`src/rtl/tfe_pkg.sv`:
```
// Operation
// Bytes are eight bits, most significant bit first, both directions.
// Pointer resets to zero, selecting the capability register.
// Pointer holds its last value; select bits decide read-only or read/write.
// Master writes address, pointer, then exactly two data bytes for a register.
// Read with current pointer: read address byte, device returns two bytes.
// Other register: write address, pointer, repeated start, read address.
// Read end accepts ack or nack; nack marks the final byte.
// After a read ends a new measurement may take up to 125 ms.
// Master clock at least 10 kHz; thermal bus timeout at most 50 ms.
// Start is data falling with clock high; ignore the bus until one.
// Master ends each operation with stop; device detects it.
// Receiver of a good byte pulls data low in the ack clock.
// Seven-bit address: four type bits then three select pin bits.
// Select pins are sampled at the start of every access.
// Type 0011 thermal, 1010 memory array, 0110 protection.
// Last address bit: 1 read, 0 write.
// Protection select 001 write sets, 011 clears reversible; read reports.
// Protection with pin select write sets permanent; read reports it.
// Unconnected select pins count as zero.
// Reset: monitoring on, alert released, limits zero, capability 000f, comparator.
// Thermal function waits at least 250 ms before valid measurement.
// A start aborts any transfer and resets the bus logic.
// Pointer is eight bits; only low three select, upper five zero.
// Thermal data registers are sixteen bits, moved as two bytes.
// Unmatched address byte is not acknowledged; data line stays released.
// Two-byte transfers carry the high byte first.
package tfe_pkg;
   localparam int unsigned CLK_HZ = 40_000_000;
   localparam int unsigned TIMEOUT_MS = 50;
   localparam int unsigned TIMEOUT_CYC = CLK_HZ / 1000 * TIMEOUT_MS;
   localparam int unsigned WARMUP_MS = 250;
   localparam int unsigned WARMUP_CYC = CLK_HZ / 1000 * WARMUP_MS;
   localparam int unsigned CNT_W = 24;
   localparam logic [3:0] TYPE_THERMAL = 4'h3;
   localparam logic [3:0] TYPE_MEMORY = 4'ha;
   localparam logic [3:0] TYPE_PROTECT = 4'h6;
   localparam logic [2:0] SEL_SET_REV = 3'h1;
   localparam logic [2:0] SEL_CLR_REV = 3'h3;
   localparam logic [2:0] PTR_RESET = 3'h0;
   localparam logic [2:0] PTR_CAP = 3'h0;
   localparam logic [2:0] PTR_CONF = 3'h1;
   localparam logic [2:0] PTR_UPPER = 3'h2;
   localparam logic [2:0] PTR_LOWER = 3'h3;
   localparam logic [2:0] PTR_CRIT = 3'h4;
   localparam logic [2:0] PTR_TEMP = 3'h5;
   localparam logic [2:0] PTR_MFR = 3'h6;
   localparam logic [15:0] CAP_VALUE = 16'h000f;
   localparam logic [15:0] REG_RESET = 16'h0000;
   localparam logic [3:0] BIT_LAST = 4'h8;
   localparam logic [3:0] TX_LAST = 4'h7;
   localparam logic [1:0] IDX_DATA_LO = 2'h2;
   localparam logic [1:0] IDX_MAX = 2'h3;
   localparam logic [7:0] PROT_FILL = 8'hff;
   localparam int unsigned FIFO_WIDTH = 20;
   localparam int unsigned FIFO_DEPTH = 8;
   typedef enum logic [2:0] {ST_IDLE, ST_ADDR, ST_ADDR_ACK, ST_RX, ST_RX_ACK, ST_TX, ST_TX_ACK} tfe_state_t;
   typedef enum logic [1:0] {FN_THERMAL, FN_MEMORY, FN_PROT_REV, FN_PROT_PERM} tfe_func_t;
endpackage

```
`src/rtl/tfe_fifo_if.sv`:
```
`timescale 1ns/100ps
`default_nettype none
interface tfe_fifo_if #(parameter int unsigned W = 8);
   logic [W-1:0] in_data;
   logic in_valid;
   logic in_ready;
   logic [W-1:0] out_data;
   logic out_valid;
   logic out_ready;
   modport fifo (input in_data, input in_valid, input out_ready, output in_ready, output out_data, output out_valid);
   modport client (output in_data, output in_valid, output out_ready, input in_ready, input out_data, input out_valid);
endinterface
`default_nettype wire

```
`src/rtl/tfe_fifo.sv`:
```
`timescale 1ns/100ps
`default_nettype none
module tfe_fifo #(
   parameter int unsigned WIDTH = 8,
   parameter int unsigned DEPTH = 8
) (
   input wire logic clk,
   input wire logic rst,
   tfe_fifo_if.fifo q
);
   localparam int unsigned AW = $clog2(DEPTH);
   localparam logic [AW:0] DEPTH_C = (AW+1)'(DEPTH);
   localparam logic [AW-1:0] LAST_C = AW'(DEPTH - 1);
   logic [WIDTH-1:0] mem [DEPTH];
   logic [AW-1:0] wptr_r;
   logic [AW-1:0] rptr_r;
   logic [AW:0] cnt_r;
   logic [WIDTH-1:0] out_data_r;
   logic out_valid_r;
   logic push;
   logic pop;
   ////////////////////////////////////////////////////////////////
   assign q.in_ready = (cnt_r != DEPTH_C);
   assign push = q.in_valid && q.in_ready;
   assign pop = (cnt_r != '0) && (!out_valid_r || q.out_ready);
   assign q.out_data = out_data_r;
   assign q.out_valid = out_valid_r;
   ////////////////////////////////////////////////////////////////
   always_ff @(posedge clk)
   begin
      if (push)
      begin
         mem[wptr_r] <= q.in_data;
      end
   end
   always_ff @(posedge clk)
   begin
      if (rst)
      begin
         wptr_r <= '0;
         rptr_r <= '0;
         cnt_r <= '0;
      end
      else
      begin
         if (push)
         begin
            wptr_r <= (wptr_r == LAST_C) ? '0 : wptr_r + 1'b1;
         end
         if (pop)
         begin
            rptr_r <= (rptr_r == LAST_C) ? '0 : rptr_r + 1'b1;
         end
         if (push && !pop)
         begin
            cnt_r <= cnt_r + 1'b1;
         end
         else if (pop && !push)
         begin
            cnt_r <= cnt_r - 1'b1;
         end
      end
   end
   // registered output stage
   always_ff @(posedge clk)
   begin
      if (rst)
      begin
         out_valid_r <= 1'b0;
         out_data_r <= '0;
      end
      else if (pop)
      begin
         out_valid_r <= 1'b1;
         out_data_r <= mem[rptr_r];
      end
      else if (q.out_ready)
      begin
         out_valid_r <= 1'b0;
      end
   end
endmodule // tfe_fifo
`default_nettype wire

```
`src/rtl/tfe_target.sv`:
```
`timescale 1ns/100ps
`default_nettype none
module tfe_target #(
   parameter int unsigned TIMEOUT_CYCLES = tfe_pkg::TIMEOUT_CYC,
   parameter int unsigned WARMUP_CYCLES = tfe_pkg::WARMUP_CYC,
   // arbitrary identification values
   parameter logic [15:0] MFR_ID = 16'h0a5a,
   parameter logic [15:0] DEV_ID = 16'h0101
) (
   input wire logic CLK,
   input wire logic RST,
   input wire logic SCL_IN,
   input wire logic SDA_IN,
   output logic SDA_OUT,
   output logic SDA_OE,
   input wire logic [2:0] ADDR_SEL,
   input wire logic [15:0] TEMP_DATA,
   input wire logic [7:0] MEM_RD_DATA,
   output logic WR_VALID,
   input wire logic WR_READY,
   output logic [tfe_pkg::FIFO_WIDTH-1:0] WR_DATA,
   output logic [2:0] PTR_SEL,
   output logic [15:0] CONF_WORD,
   output logic [15:0] UPPER_LIMIT,
   output logic [15:0] LOWER_LIMIT,
   output logic [15:0] CRIT_LIMIT,
   output logic WP_REVERSIBLE,
   output logic WP_PERMANENT,
   output logic EVENT_OE,
   output logic SENSOR_READY,
   output logic MEAS_REQ
);
   import tfe_pkg::*;
   localparam logic [CNT_W-1:0] TMO_LAST = CNT_W'(TIMEOUT_CYCLES - 1);
   localparam logic [CNT_W-1:0] WARM_LAST = CNT_W'(WARMUP_CYCLES - 1);

   tfe_state_t state_r;
   tfe_func_t func_r;
   tfe_func_t addr_func;
   logic scl_q_r;
   logic sda_q_r;
   logic [3:0] cnt_r;
   logic [7:0] sh_r;
   logic [7:0] tx_r;
   logic [1:0] idx_r;
   logic rw_r;
   logic ack_r;
   logic [2:0] sel_r;
   logic [2:0] ptr_r;
   logic [7:0] hi_r;
   logic [15:0] conf_r;
   logic [15:0] upper_r;
   logic [15:0] lower_r;
   logic [15:0] crit_r;
   logic wp_rev_r;
   logic wp_perm_r;
   logic sda_oe_r;
   logic sda_out_r;
   logic event_oe_r;
   logic meas_r;
   logic ready_r;
   logic [CNT_W-1:0] tmo_cnt_r;
   logic [CNT_W-1:0] warm_cnt_r;
   logic start_det;
   logic stop_det;
   logic scl_rise;
   logic scl_fall;
   logic tmo_hit;
   logic addr_done;
   logic addr_ack;
   logic addr_take;
   logic rx_done;
   logic rx_ack;
   logic writable;
   logic push;
   logic tx_lsb;
   logic [15:0] word;
   logic [7:0] next_tx;

   tfe_fifo_if #(.W(FIFO_WIDTH)) fq ();

   tfe_fifo #(.WIDTH(FIFO_WIDTH), .DEPTH(FIFO_DEPTH)) u_fifo (
      .clk(CLK),
      .rst(RST),
      .q(fq.fifo)
   );

   ////////////////////////////////////////////////////////////////
   // bus edge and condition detect
   always_ff @(posedge CLK)
   begin
      if (RST)
      begin
         scl_q_r <= 1'b1;
         sda_q_r <= 1'b1;
      end
      else
      begin
         scl_q_r <= SCL_IN;
         sda_q_r <= SDA_IN;
      end
   end

   assign start_det = SCL_IN && scl_q_r && sda_q_r && !SDA_IN;
   assign stop_det = SCL_IN && scl_q_r && !sda_q_r && SDA_IN;
   assign scl_rise = SCL_IN && !scl_q_r;
   assign scl_fall = !SCL_IN && scl_q_r;

   ////////////////////////////////////////////////////////////////
   // address decode
   assign addr_done = (state_r == ST_ADDR) && scl_fall && (cnt_r == BIT_LAST);

   always_comb
   begin
      addr_ack = 1'b0;
      addr_func = FN_THERMAL;
      if (sh_r[7:4] == TYPE_THERMAL && sh_r[3:1] == sel_r)
      begin
         addr_ack = 1'b1;
      end
      else if (sh_r[7:4] == TYPE_MEMORY && sh_r[3:1] == sel_r)
      begin
         addr_ack = 1'b1;
         addr_func = FN_MEMORY;
      end
      else if (sh_r[7:4] == TYPE_PROTECT && (sh_r[3:1] == SEL_SET_REV || sh_r[3:1] == SEL_CLR_REV))
      begin
         // read reports state by ack; write refused once permanent
         addr_ack = sh_r[0] ? !wp_rev_r : !wp_perm_r;
         addr_func = FN_PROT_REV;
      end
      else if (sh_r[7:4] == TYPE_PROTECT && sh_r[3:1] == sel_r)
      begin
         addr_ack = !wp_perm_r;
         addr_func = FN_PROT_PERM;
      end
   end

   assign addr_take = addr_done && addr_ack;

   ////////////////////////////////////////////////////////////////
   // received byte handling
   assign rx_done = (state_r == ST_RX) && scl_fall && (cnt_r == BIT_LAST);
   assign writable = (ptr_r >= PTR_CONF) && (ptr_r <= PTR_CRIT);

   always_comb
   begin
      rx_ack = 1'b0;
      push = 1'b0;
      unique case (func_r)
         FN_THERMAL:
         begin
            if (idx_r == IDX_DATA_LO)
            begin
               rx_ack = writable && fq.in_ready;
               push = rx_ack;
            end
            else
            begin
               rx_ack = (idx_r != IDX_MAX);
            end
         end
         FN_MEMORY:
         begin
            rx_ack = fq.in_ready;
            push = fq.in_ready;
         end
         FN_PROT_REV, FN_PROT_PERM:
         begin
            rx_ack = 1'b0;
         end
      endcase
   end

   assign fq.in_valid = rx_done && push;
   assign fq.in_data = (func_r == FN_THERMAL) ? {1'b0, ptr_r, hi_r, sh_r} : {1'b1, 3'h0, 8'h00, sh_r};
   assign fq.out_ready = WR_READY;
   assign WR_VALID = fq.out_valid;
   assign WR_DATA = fq.out_data;

   ////////////////////////////////////////////////////////////////
   // transmit byte select
   always_comb
   begin
      unique case (ptr_r)
         PTR_CAP: word = CAP_VALUE;
         PTR_CONF: word = conf_r;
         PTR_UPPER: word = upper_r;
         PTR_LOWER: word = lower_r;
         PTR_CRIT: word = crit_r;
         PTR_TEMP: word = TEMP_DATA;
         PTR_MFR: word = MFR_ID;
         default: word = DEV_ID;
      endcase
   end

   assign tx_lsb = (state_r == ST_ADDR_ACK) ? 1'b0 : !idx_r[0];

   always_comb
   begin
      unique case (func_r)
         FN_THERMAL: next_tx = tx_lsb ? word[7:0] : word[15:8];
         FN_MEMORY: next_tx = MEM_RD_DATA;
         FN_PROT_REV, FN_PROT_PERM: next_tx = PROT_FILL;
      endcase
   end

   ////////////////////////////////////////////////////////////////
   // bus state machine
   always_ff @(posedge CLK)
   begin
      if (RST)
      begin
         state_r <= ST_IDLE;
         func_r <= FN_THERMAL;
         cnt_r <= '0;
         sh_r <= '0;
         tx_r <= '0;
         idx_r <= '0;
         rw_r <= 1'b0;
         ack_r <= 1'b0;
         sda_oe_r <= 1'b0;
      end
      else if (start_det)
      begin
         state_r <= ST_ADDR;
         cnt_r <= '0;
         sda_oe_r <= 1'b0;
      end
      else if (stop_det || tmo_hit)
      begin
         state_r <= ST_IDLE;
         sda_oe_r <= 1'b0;
      end
      else
      begin
         unique case (state_r)
            ST_IDLE:
            begin
               sda_oe_r <= 1'b0;
            end
            ST_ADDR:
            begin
               if (scl_rise)
               begin
                  sh_r <= {sh_r[6:0], SDA_IN};
                  cnt_r <= cnt_r + 1'b1;
               end
               else if (addr_done)
               begin
                  if (addr_ack)
                  begin
                     state_r <= ST_ADDR_ACK;
                     sda_oe_r <= 1'b1;
                     func_r <= addr_func;
                     rw_r <= sh_r[0];
                  end
                  else
                  begin
                     state_r <= ST_IDLE;
                  end
               end
            end
            ST_ADDR_ACK:
            begin
               if (scl_fall)
               begin
                  cnt_r <= '0;
                  idx_r <= '0;
                  if (rw_r)
                  begin
                     state_r <= ST_TX;
                     sda_oe_r <= !next_tx[7];
                     tx_r <= {next_tx[6:0], 1'b0};
                  end
                  else
                  begin
                     state_r <= ST_RX;
                     sda_oe_r <= 1'b0;
                  end
               end
            end
            ST_RX:
            begin
               if (scl_rise)
               begin
                  sh_r <= {sh_r[6:0], SDA_IN};
                  cnt_r <= cnt_r + 1'b1;
               end
               else if (rx_done)
               begin
                  state_r <= ST_RX_ACK;
                  sda_oe_r <= rx_ack;
               end
            end
            ST_RX_ACK:
            begin
               if (scl_fall)
               begin
                  state_r <= ST_RX;
                  sda_oe_r <= 1'b0;
                  cnt_r <= '0;
                  idx_r <= (idx_r == IDX_MAX) ? idx_r : idx_r + 1'b1;
               end
            end
            ST_TX:
            begin
               if (scl_fall)
               begin
                  if (cnt_r == TX_LAST)
                  begin
                     state_r <= ST_TX_ACK;
                     sda_oe_r <= 1'b0;
                     cnt_r <= '0;
                  end
                  else
                  begin
                     sda_oe_r <= !tx_r[7];
                     tx_r <= {tx_r[6:0], 1'b0};
                     cnt_r <= cnt_r + 1'b1;
                  end
               end
            end
            ST_TX_ACK:
            begin
               if (scl_rise)
               begin
                  ack_r <= !SDA_IN;
               end
               else if (scl_fall)
               begin
                  if (ack_r)
                  begin
                     state_r <= ST_TX;
                     idx_r <= (idx_r == IDX_MAX) ? '0 : idx_r + 1'b1;
                     sda_oe_r <= !next_tx[7];
                     tx_r <= {next_tx[6:0], 1'b0};
                  end
                  else
                  begin
                     state_r <= ST_IDLE;
                  end
               end
            end
         endcase
      end
   end

   ////////////////////////////////////////////////////////////////
   // pointer and sample of select pins
   always_ff @(posedge CLK)
   begin
      if (RST)
      begin
         ptr_r <= PTR_RESET;
         sel_r <= '0;
         hi_r <= '0;
      end
      else
      begin
         if (start_det)
         begin
            sel_r <= ADDR_SEL;
         end
         if (rx_done && func_r == FN_THERMAL && idx_r == '0)
         begin
            ptr_r <= sh_r[2:0];
         end
         if (rx_done && func_r == FN_THERMAL)
         begin
            hi_r <= sh_r;
         end
      end
   end

   ////////////////////////////////////////////////////////////////
   // thermal register shadows
   always_ff @(posedge CLK)
   begin
      if (RST)
      begin
         conf_r <= REG_RESET;
         upper_r <= REG_RESET;
         lower_r <= REG_RESET;
         crit_r <= REG_RESET;
      end
      else if (rx_done && push && func_r == FN_THERMAL)
      begin
         unique case (ptr_r)
            PTR_CONF: conf_r <= {hi_r, sh_r};
            PTR_UPPER: upper_r <= {hi_r, sh_r};
            PTR_LOWER: lower_r <= {hi_r, sh_r};
            default: crit_r <= {hi_r, sh_r};
         endcase
      end
   end

   ////////////////////////////////////////////////////////////////
   // write protection
   always_ff @(posedge CLK)
   begin
      if (RST)
      begin
         wp_rev_r <= 1'b0;
         wp_perm_r <= 1'b0;
      end
      else if (addr_take && !sh_r[0])
      begin
         if (addr_func == FN_PROT_REV)
         begin
            wp_rev_r <= (sh_r[3:1] == SEL_SET_REV);
         end
         if (addr_func == FN_PROT_PERM)
         begin
            wp_perm_r <= 1'b1;
         end
      end
   end

   ////////////////////////////////////////////////////////////////
   // timeout, warm-up, measurement request
   assign tmo_hit = (tmo_cnt_r == TMO_LAST);

   always_ff @(posedge CLK)
   begin
      if (RST || SCL_IN || state_r == ST_IDLE || func_r != FN_THERMAL)
      begin
         tmo_cnt_r <= '0;
      end
      else if (!tmo_hit)
      begin
         tmo_cnt_r <= tmo_cnt_r + 1'b1;
      end
   end

   always_ff @(posedge CLK)
   begin
      if (RST)
      begin
         warm_cnt_r <= '0;
         ready_r <= 1'b0;
      end
      else if (warm_cnt_r == WARM_LAST)
      begin
         ready_r <= 1'b1;
      end
      else
      begin
         warm_cnt_r <= warm_cnt_r + 1'b1;
      end
   end

   always_ff @(posedge CLK)
   begin
      if (RST)
      begin
         meas_r <= 1'b0;
      end
      else
      begin
         meas_r <= (func_r == FN_THERMAL) && rw_r && ((state_r == ST_TX_ACK && scl_fall && !ack_r)
                   || (stop_det && state_r != ST_IDLE));
      end
   end

   always_ff @(posedge CLK)
   begin
      if (RST)
      begin
         sda_out_r <= 1'b0;
         event_oe_r <= 1'b0;
      end
      else
      begin
         sda_out_r <= 1'b0;
         event_oe_r <= 1'b0;
      end
   end

   ////////////////////////////////////////////////////////////////
   assign SDA_OUT = sda_out_r;
   assign SDA_OE = sda_oe_r;
   assign PTR_SEL = ptr_r;
   assign CONF_WORD = conf_r;
   assign UPPER_LIMIT = upper_r;
   assign LOWER_LIMIT = lower_r;
   assign CRIT_LIMIT = crit_r;
   assign WP_REVERSIBLE = wp_rev_r;
   assign WP_PERMANENT = wp_perm_r;
   assign EVENT_OE = event_oe_r;
   assign SENSOR_READY = ready_r;
   assign MEAS_REQ = meas_r;
endmodule // tfe_target
`default_nettype wire

```
`config.mk`:
```
export PLATFORM = sky130hd
export DESIGN_NAME = tfe_target
export DESIGN_NICKNAME = d
export VERILOG_FILES = /design/src/rtl/tfe_pkg.sv /design/src/rtl/tfe_fifo_if.sv /design/src/rtl/tfe_fifo.sv /design/src/rtl/tfe_target.sv
export SDC_FILE = /design/constraint.sdc
export NUM_CORES = 1
export LEC_CHECK = 0
export ABC_CLOCK_PERIOD_IN_PS = 9900
export BUFFER_PORTS_ARGS = -buffer_cell sky130_fd_sc_hd__clkbuf_2
export CORE_ASPECT_RATIO = 1.2
export CORE_MARGIN = 3
export CORE_UTILIZATION = 60
export CTS_CLUSTER_SIZE = 12
export DETAILED_ROUTE_END_ITERATION = 8
export PLACE_DENSITY_LB_ADDON = 0.05
export SYNTH_ARGS = -nofsm -noshare
export SYNTH_HDL_FRONTEND = slang
export SYNTH_SLANG_ARGS = --single-unit
```
`constraint.sdc`:
```
create_clock -name CLK -period 9.9 [get_ports CLK]
set_clock_uncertainty 0.15 [all_clocks]
set_input_delay 0.99 -clock CLK [delete_from_list [all_inputs] [get_ports CLK]]
set_output_delay 0.99 -clock CLK [all_outputs]
set_load 0.02 [all_outputs]
```
==> results.toml <==
[final_layout]
n_antenna_cell = 0
n_fill_cell = 1889
final_cells = 1811
final_area_um2 = 17200
drive_gt1_share_pct = 18.1
register_area_um2 = 8650
fin_util_pct = 69.0
multi_input_area_um2 = 6200
final_nets = 1507
syn_to_final_growth_pct = 12.3

[run]
maxCapViolCount = 0

[worst_setup_path]
reg2reg_slack_ns = 6.26
worst_r2r_path_depth = 11
cp-start-kind = "register"
worstPathMaxFanout = 23
arrival_ns = 3.93
worstSetupPathType = "register to register"
worstReg2RegStart = "state_r[1]$_SDFFE_PP0P_"
rr_endpoint = "u_fifo.cnt_r[3]$_SDFFE_PP0P_"
critPathCaptureType = "register"
cp.required_ns = 10.19

[clocking]
cts_buffers = 37
clkLatencyLatePin_ns = 0.53
cts_resized = 0
clock-root-buffer = "clkbuf_16"
post_cts_buffers = 0
cts.clk_slew.worst_paths_ns = 0.06
ctsHoldBuffers = 0
h-tree-depth = 2
cts_buffer_depth = 3
cts_sinks = 352
cts_tree = "built"

[hold_path]
min_to = "tx_r[6]$_SDFFE_PP0P_"
hold_depth = 2
holdCritPathClass = "register to register"
holdCritStartpoint = "tx_r[6]$_SDFFE_PP0P_"

[pwr]
p_leak_nw = 6.05
p_per_area_nw_per_um2 = 194
max-vdd-ir-drop_mv = 0.166

[timing]
relSlewSlack_pct = 25.8
finalHoldViolCount = 0
setup_viol = 0
grt_setup_unrepaired = "false"
maxSlewViolCount = 0
period_share_pct = 36.8
tns_ns = 0
fin_crit_ns = 3.64
fmax_ghz = 0.275
setup_ws_ns = 6.26
tightest_slew_ns = 1.11

[grt]
use_met2_pct = 44.8
grt_max_degree = 92
use_met1_pct = 37.3
gr-usage-met3_pct = 4.60
grt_use_total_pct = 27.1
busiest_layer = "met2"
first_global_vias = 10900
grt-ovfl-total = 0
antenna_found_initial = 0
grt_pass1_wl_mm = 60.5

[placement]
dp_hpwl_mm = 24.1
gp_congestion = 0.906
pre_cts_ws_ns = 5.86
port_buffers = 124
place_area_um2 = 16100
place_inst = 1746

[die]
die_h_um = 181
core_um2 = 24900
initial_utilization_pct = 61.5
dieArea_um2 = 27500
die_w_um = 152
rows = 63
ios = 127

[synthesis]
syn_inst = 1374
synth.yosys.seq_area_share_pct = 56.5
yosys_register_bits = 352
synth_edf_count = 160
ys.flop_type = "dfxtp_1"
synth_area_um2 = 15300
post_synth.cell_area_avg_um2 = 11.1
synth_async_sr_flop_share_pct = 0
synth.distinct_cells = 81
ys_warn_count = 0

[routing]
drtAntennaViolNets = 0
via_per_inst = 6.13
drt_iter0_drc = 765
via_count = 11100
drt-pass1-iter-count = 5
routed_wl_mm = 37.5
drc = 0
wire_per_inst_um = 20.7

[status]
status = "finished, final reports clean"
-- final cells by class --
| type | instances | share of cell area (%) |
|---|---|---|
| inverter | 18 | 0.393 |
| tap | 325 | 2.36 |
| clock inverter | 8 | 0.378 |
| timing repair buffer | 142 | 4.41 |
| clock buffer | 57 | 6.11 |
| multi-input combinational | 909 | 36.0 |
| sequential | 352 | 50.3 |
-- per-stage QoR --
stage | hold slack, ns | total power (W)
after floorplan | 0.282 | 0.00198
after global placement | 0.296 | 0.00208
after detailed placement | 0.304 | 0.00209
after CTS | 0.313 | 0.00337
after global routing | 0.338 | 0.00348
final | 0.311 | 0.00334
-- sequential cells by signal, indices dropped and copies added (netlist names), 7 cells and up --
signal,flops
u_fifo.mem,160
tmo_cnt_r,24
sh_r,8
UPPER_LIMIT,16
LOWER_LIMIT,16
warm_cnt_r,24
tx_r,7
u_fifo.q.out_data,20
hi_r,8
CRIT_LIMIT,16
CONF_WORD,16
-- critical path, stage by stage, from the launching register on --
cell	delay [ns]
dfxtp_1	0.77
and3b_1	0.32
nand3_1	0.20
nor3_1	0.56
ha_1	0.30
inv_1	0.09
ha_1	0.29
a21o_1	0.18
a21oi_1	0.17
xnor2_1	0.09
or3_1	0.30
a21oi_1	0.14
-- where the power goes --
group,switching (W),total [W],internal [W]
clock network,0.000551,0.00129,0.000736
logic,0.000284,0.000459,0.000175
registers,0.0000357,0.00159,0.00156
total,0.000870,0.00334,0.00247
-- cells in the final DEF, fill, tap and decap left out, types with 15 or more instances in the layout --
master,netlist,final
dfxtp_1,192,190
nand2_1,182,182
edfxtp_1,160,160
clkbuf_2,0,123
nor2_1,121,120
a21oi_1,111,111
mux2i_1,66,66
mux4_2,40,40
clkbuf_16,0,37
a211oi_1,31,31
nor3_1,30,28
o21ai_0,28,28
xnor2_1,23,23
or3_1,20,20
nand3_1,19,19
buf_4,6,19
inv_1,17,17
xor2_1,17,17
nand2b_1,15,15
nor2b_1,16,15
clkbuf_1,51,15
-- synth_stat cells, types with 4 or more instances --
library cell / n / area share [%]
nor4_1: 8 / 0.33
a2bb2oi_1: 5 / 0.29
nand3_1: 19 / 0.62
mux2_2: 5 / 0.37
o211ai_1: 7 / 0.34
and3_1: 9 / 0.37
ha_1: 14 / 1.1
mux4_2: 40 / 5.9
buf_2: 28 / 0.91
dfxtp_1: 192 / 25
and3b_1: 4 / 0.23
nand4_1: 14 / 0.57
a221oi_1: 7 / 0.40
nor4b_1: 6 / 0.34
or2_2: 4 / 0.16
a21oi_1: 111 / 3.6
xnor2_1: 23 / 1.3
xor2_1: 17 / 0.97
mux2i_1: 66 / 4.3
nor3_1: 30 / 0.98
nand2b_1: 15 / 0.61
nor2b_1: 16 / 0.65
and2_1: 11 / 0.45
nor3b_1: 7 / 0.34
and4_1: 4 / 0.23
nand3b_1: 8 / 0.39
or4_1: 4 / 0.20
buf_4: 6 / 0.29
buf_1: 8 / 0.20
inv_1: 17 / 0.42
or3_1: 20 / 0.82
a211oi_1: 31 / 1.5
o21ai_0: 28 / 0.91
nand2_1: 182 / 4.5
edfxtp_1: 160 / 31
a31oi_1: 9 / 0.37
clkbuf_1: 51 / 1.2
nor2_1: 121 / 3.0
-- routing by layer --
layer	vias to the layer above	share of wire, %
li1	5166	-
met1	5435	43
met2	421	48
met3	75	6.3
met4	0	2.6
met5	-	0
-- logic make-up after synthesis --
| kind of cell | synth area share, % |
|---|---|
| buffers and inverters | 3.32 |
| adder cells (fa/ha/maj) | 1.27 |
| other | 0.0245 |
| AND/OR/NAND/NOR | 15.8 |
| flip-flops | 56.5 |
| AO/OA/AOI/OAI | 10.3 |
| XOR/XNOR | 2.29 |
| multiplexers | 10.6 |
-- how the worst max path moves through the flow --
stage	from	to	cells after the start
after global placement	SCL_IN	u_fifo.cnt_r[3]$_SDFFE_PP0P_	12
after detailed placement	SCL_IN	u_fifo.mem[7][12]$_DFFE_PP_	6
after floorplan	SCL_IN	u_fifo.mem[5][0]$_DFFE_PP_	5
after CTS	state_r[1]$_SDFFE_PP0P_	u_fifo.mem[7][3]$_DFFE_PP_	5
final	state_r[1]$_SDFFE_PP0P_	u_fifo.cnt_r[3]$_SDFFE_PP0P_	11
after global routing	state_r[1]$_SDFFE_PP0P_	u_fifo.cnt_r[3]$_SDFFE_PP0P_	11
Note: power is estimated with default switching activity, not from simulation.
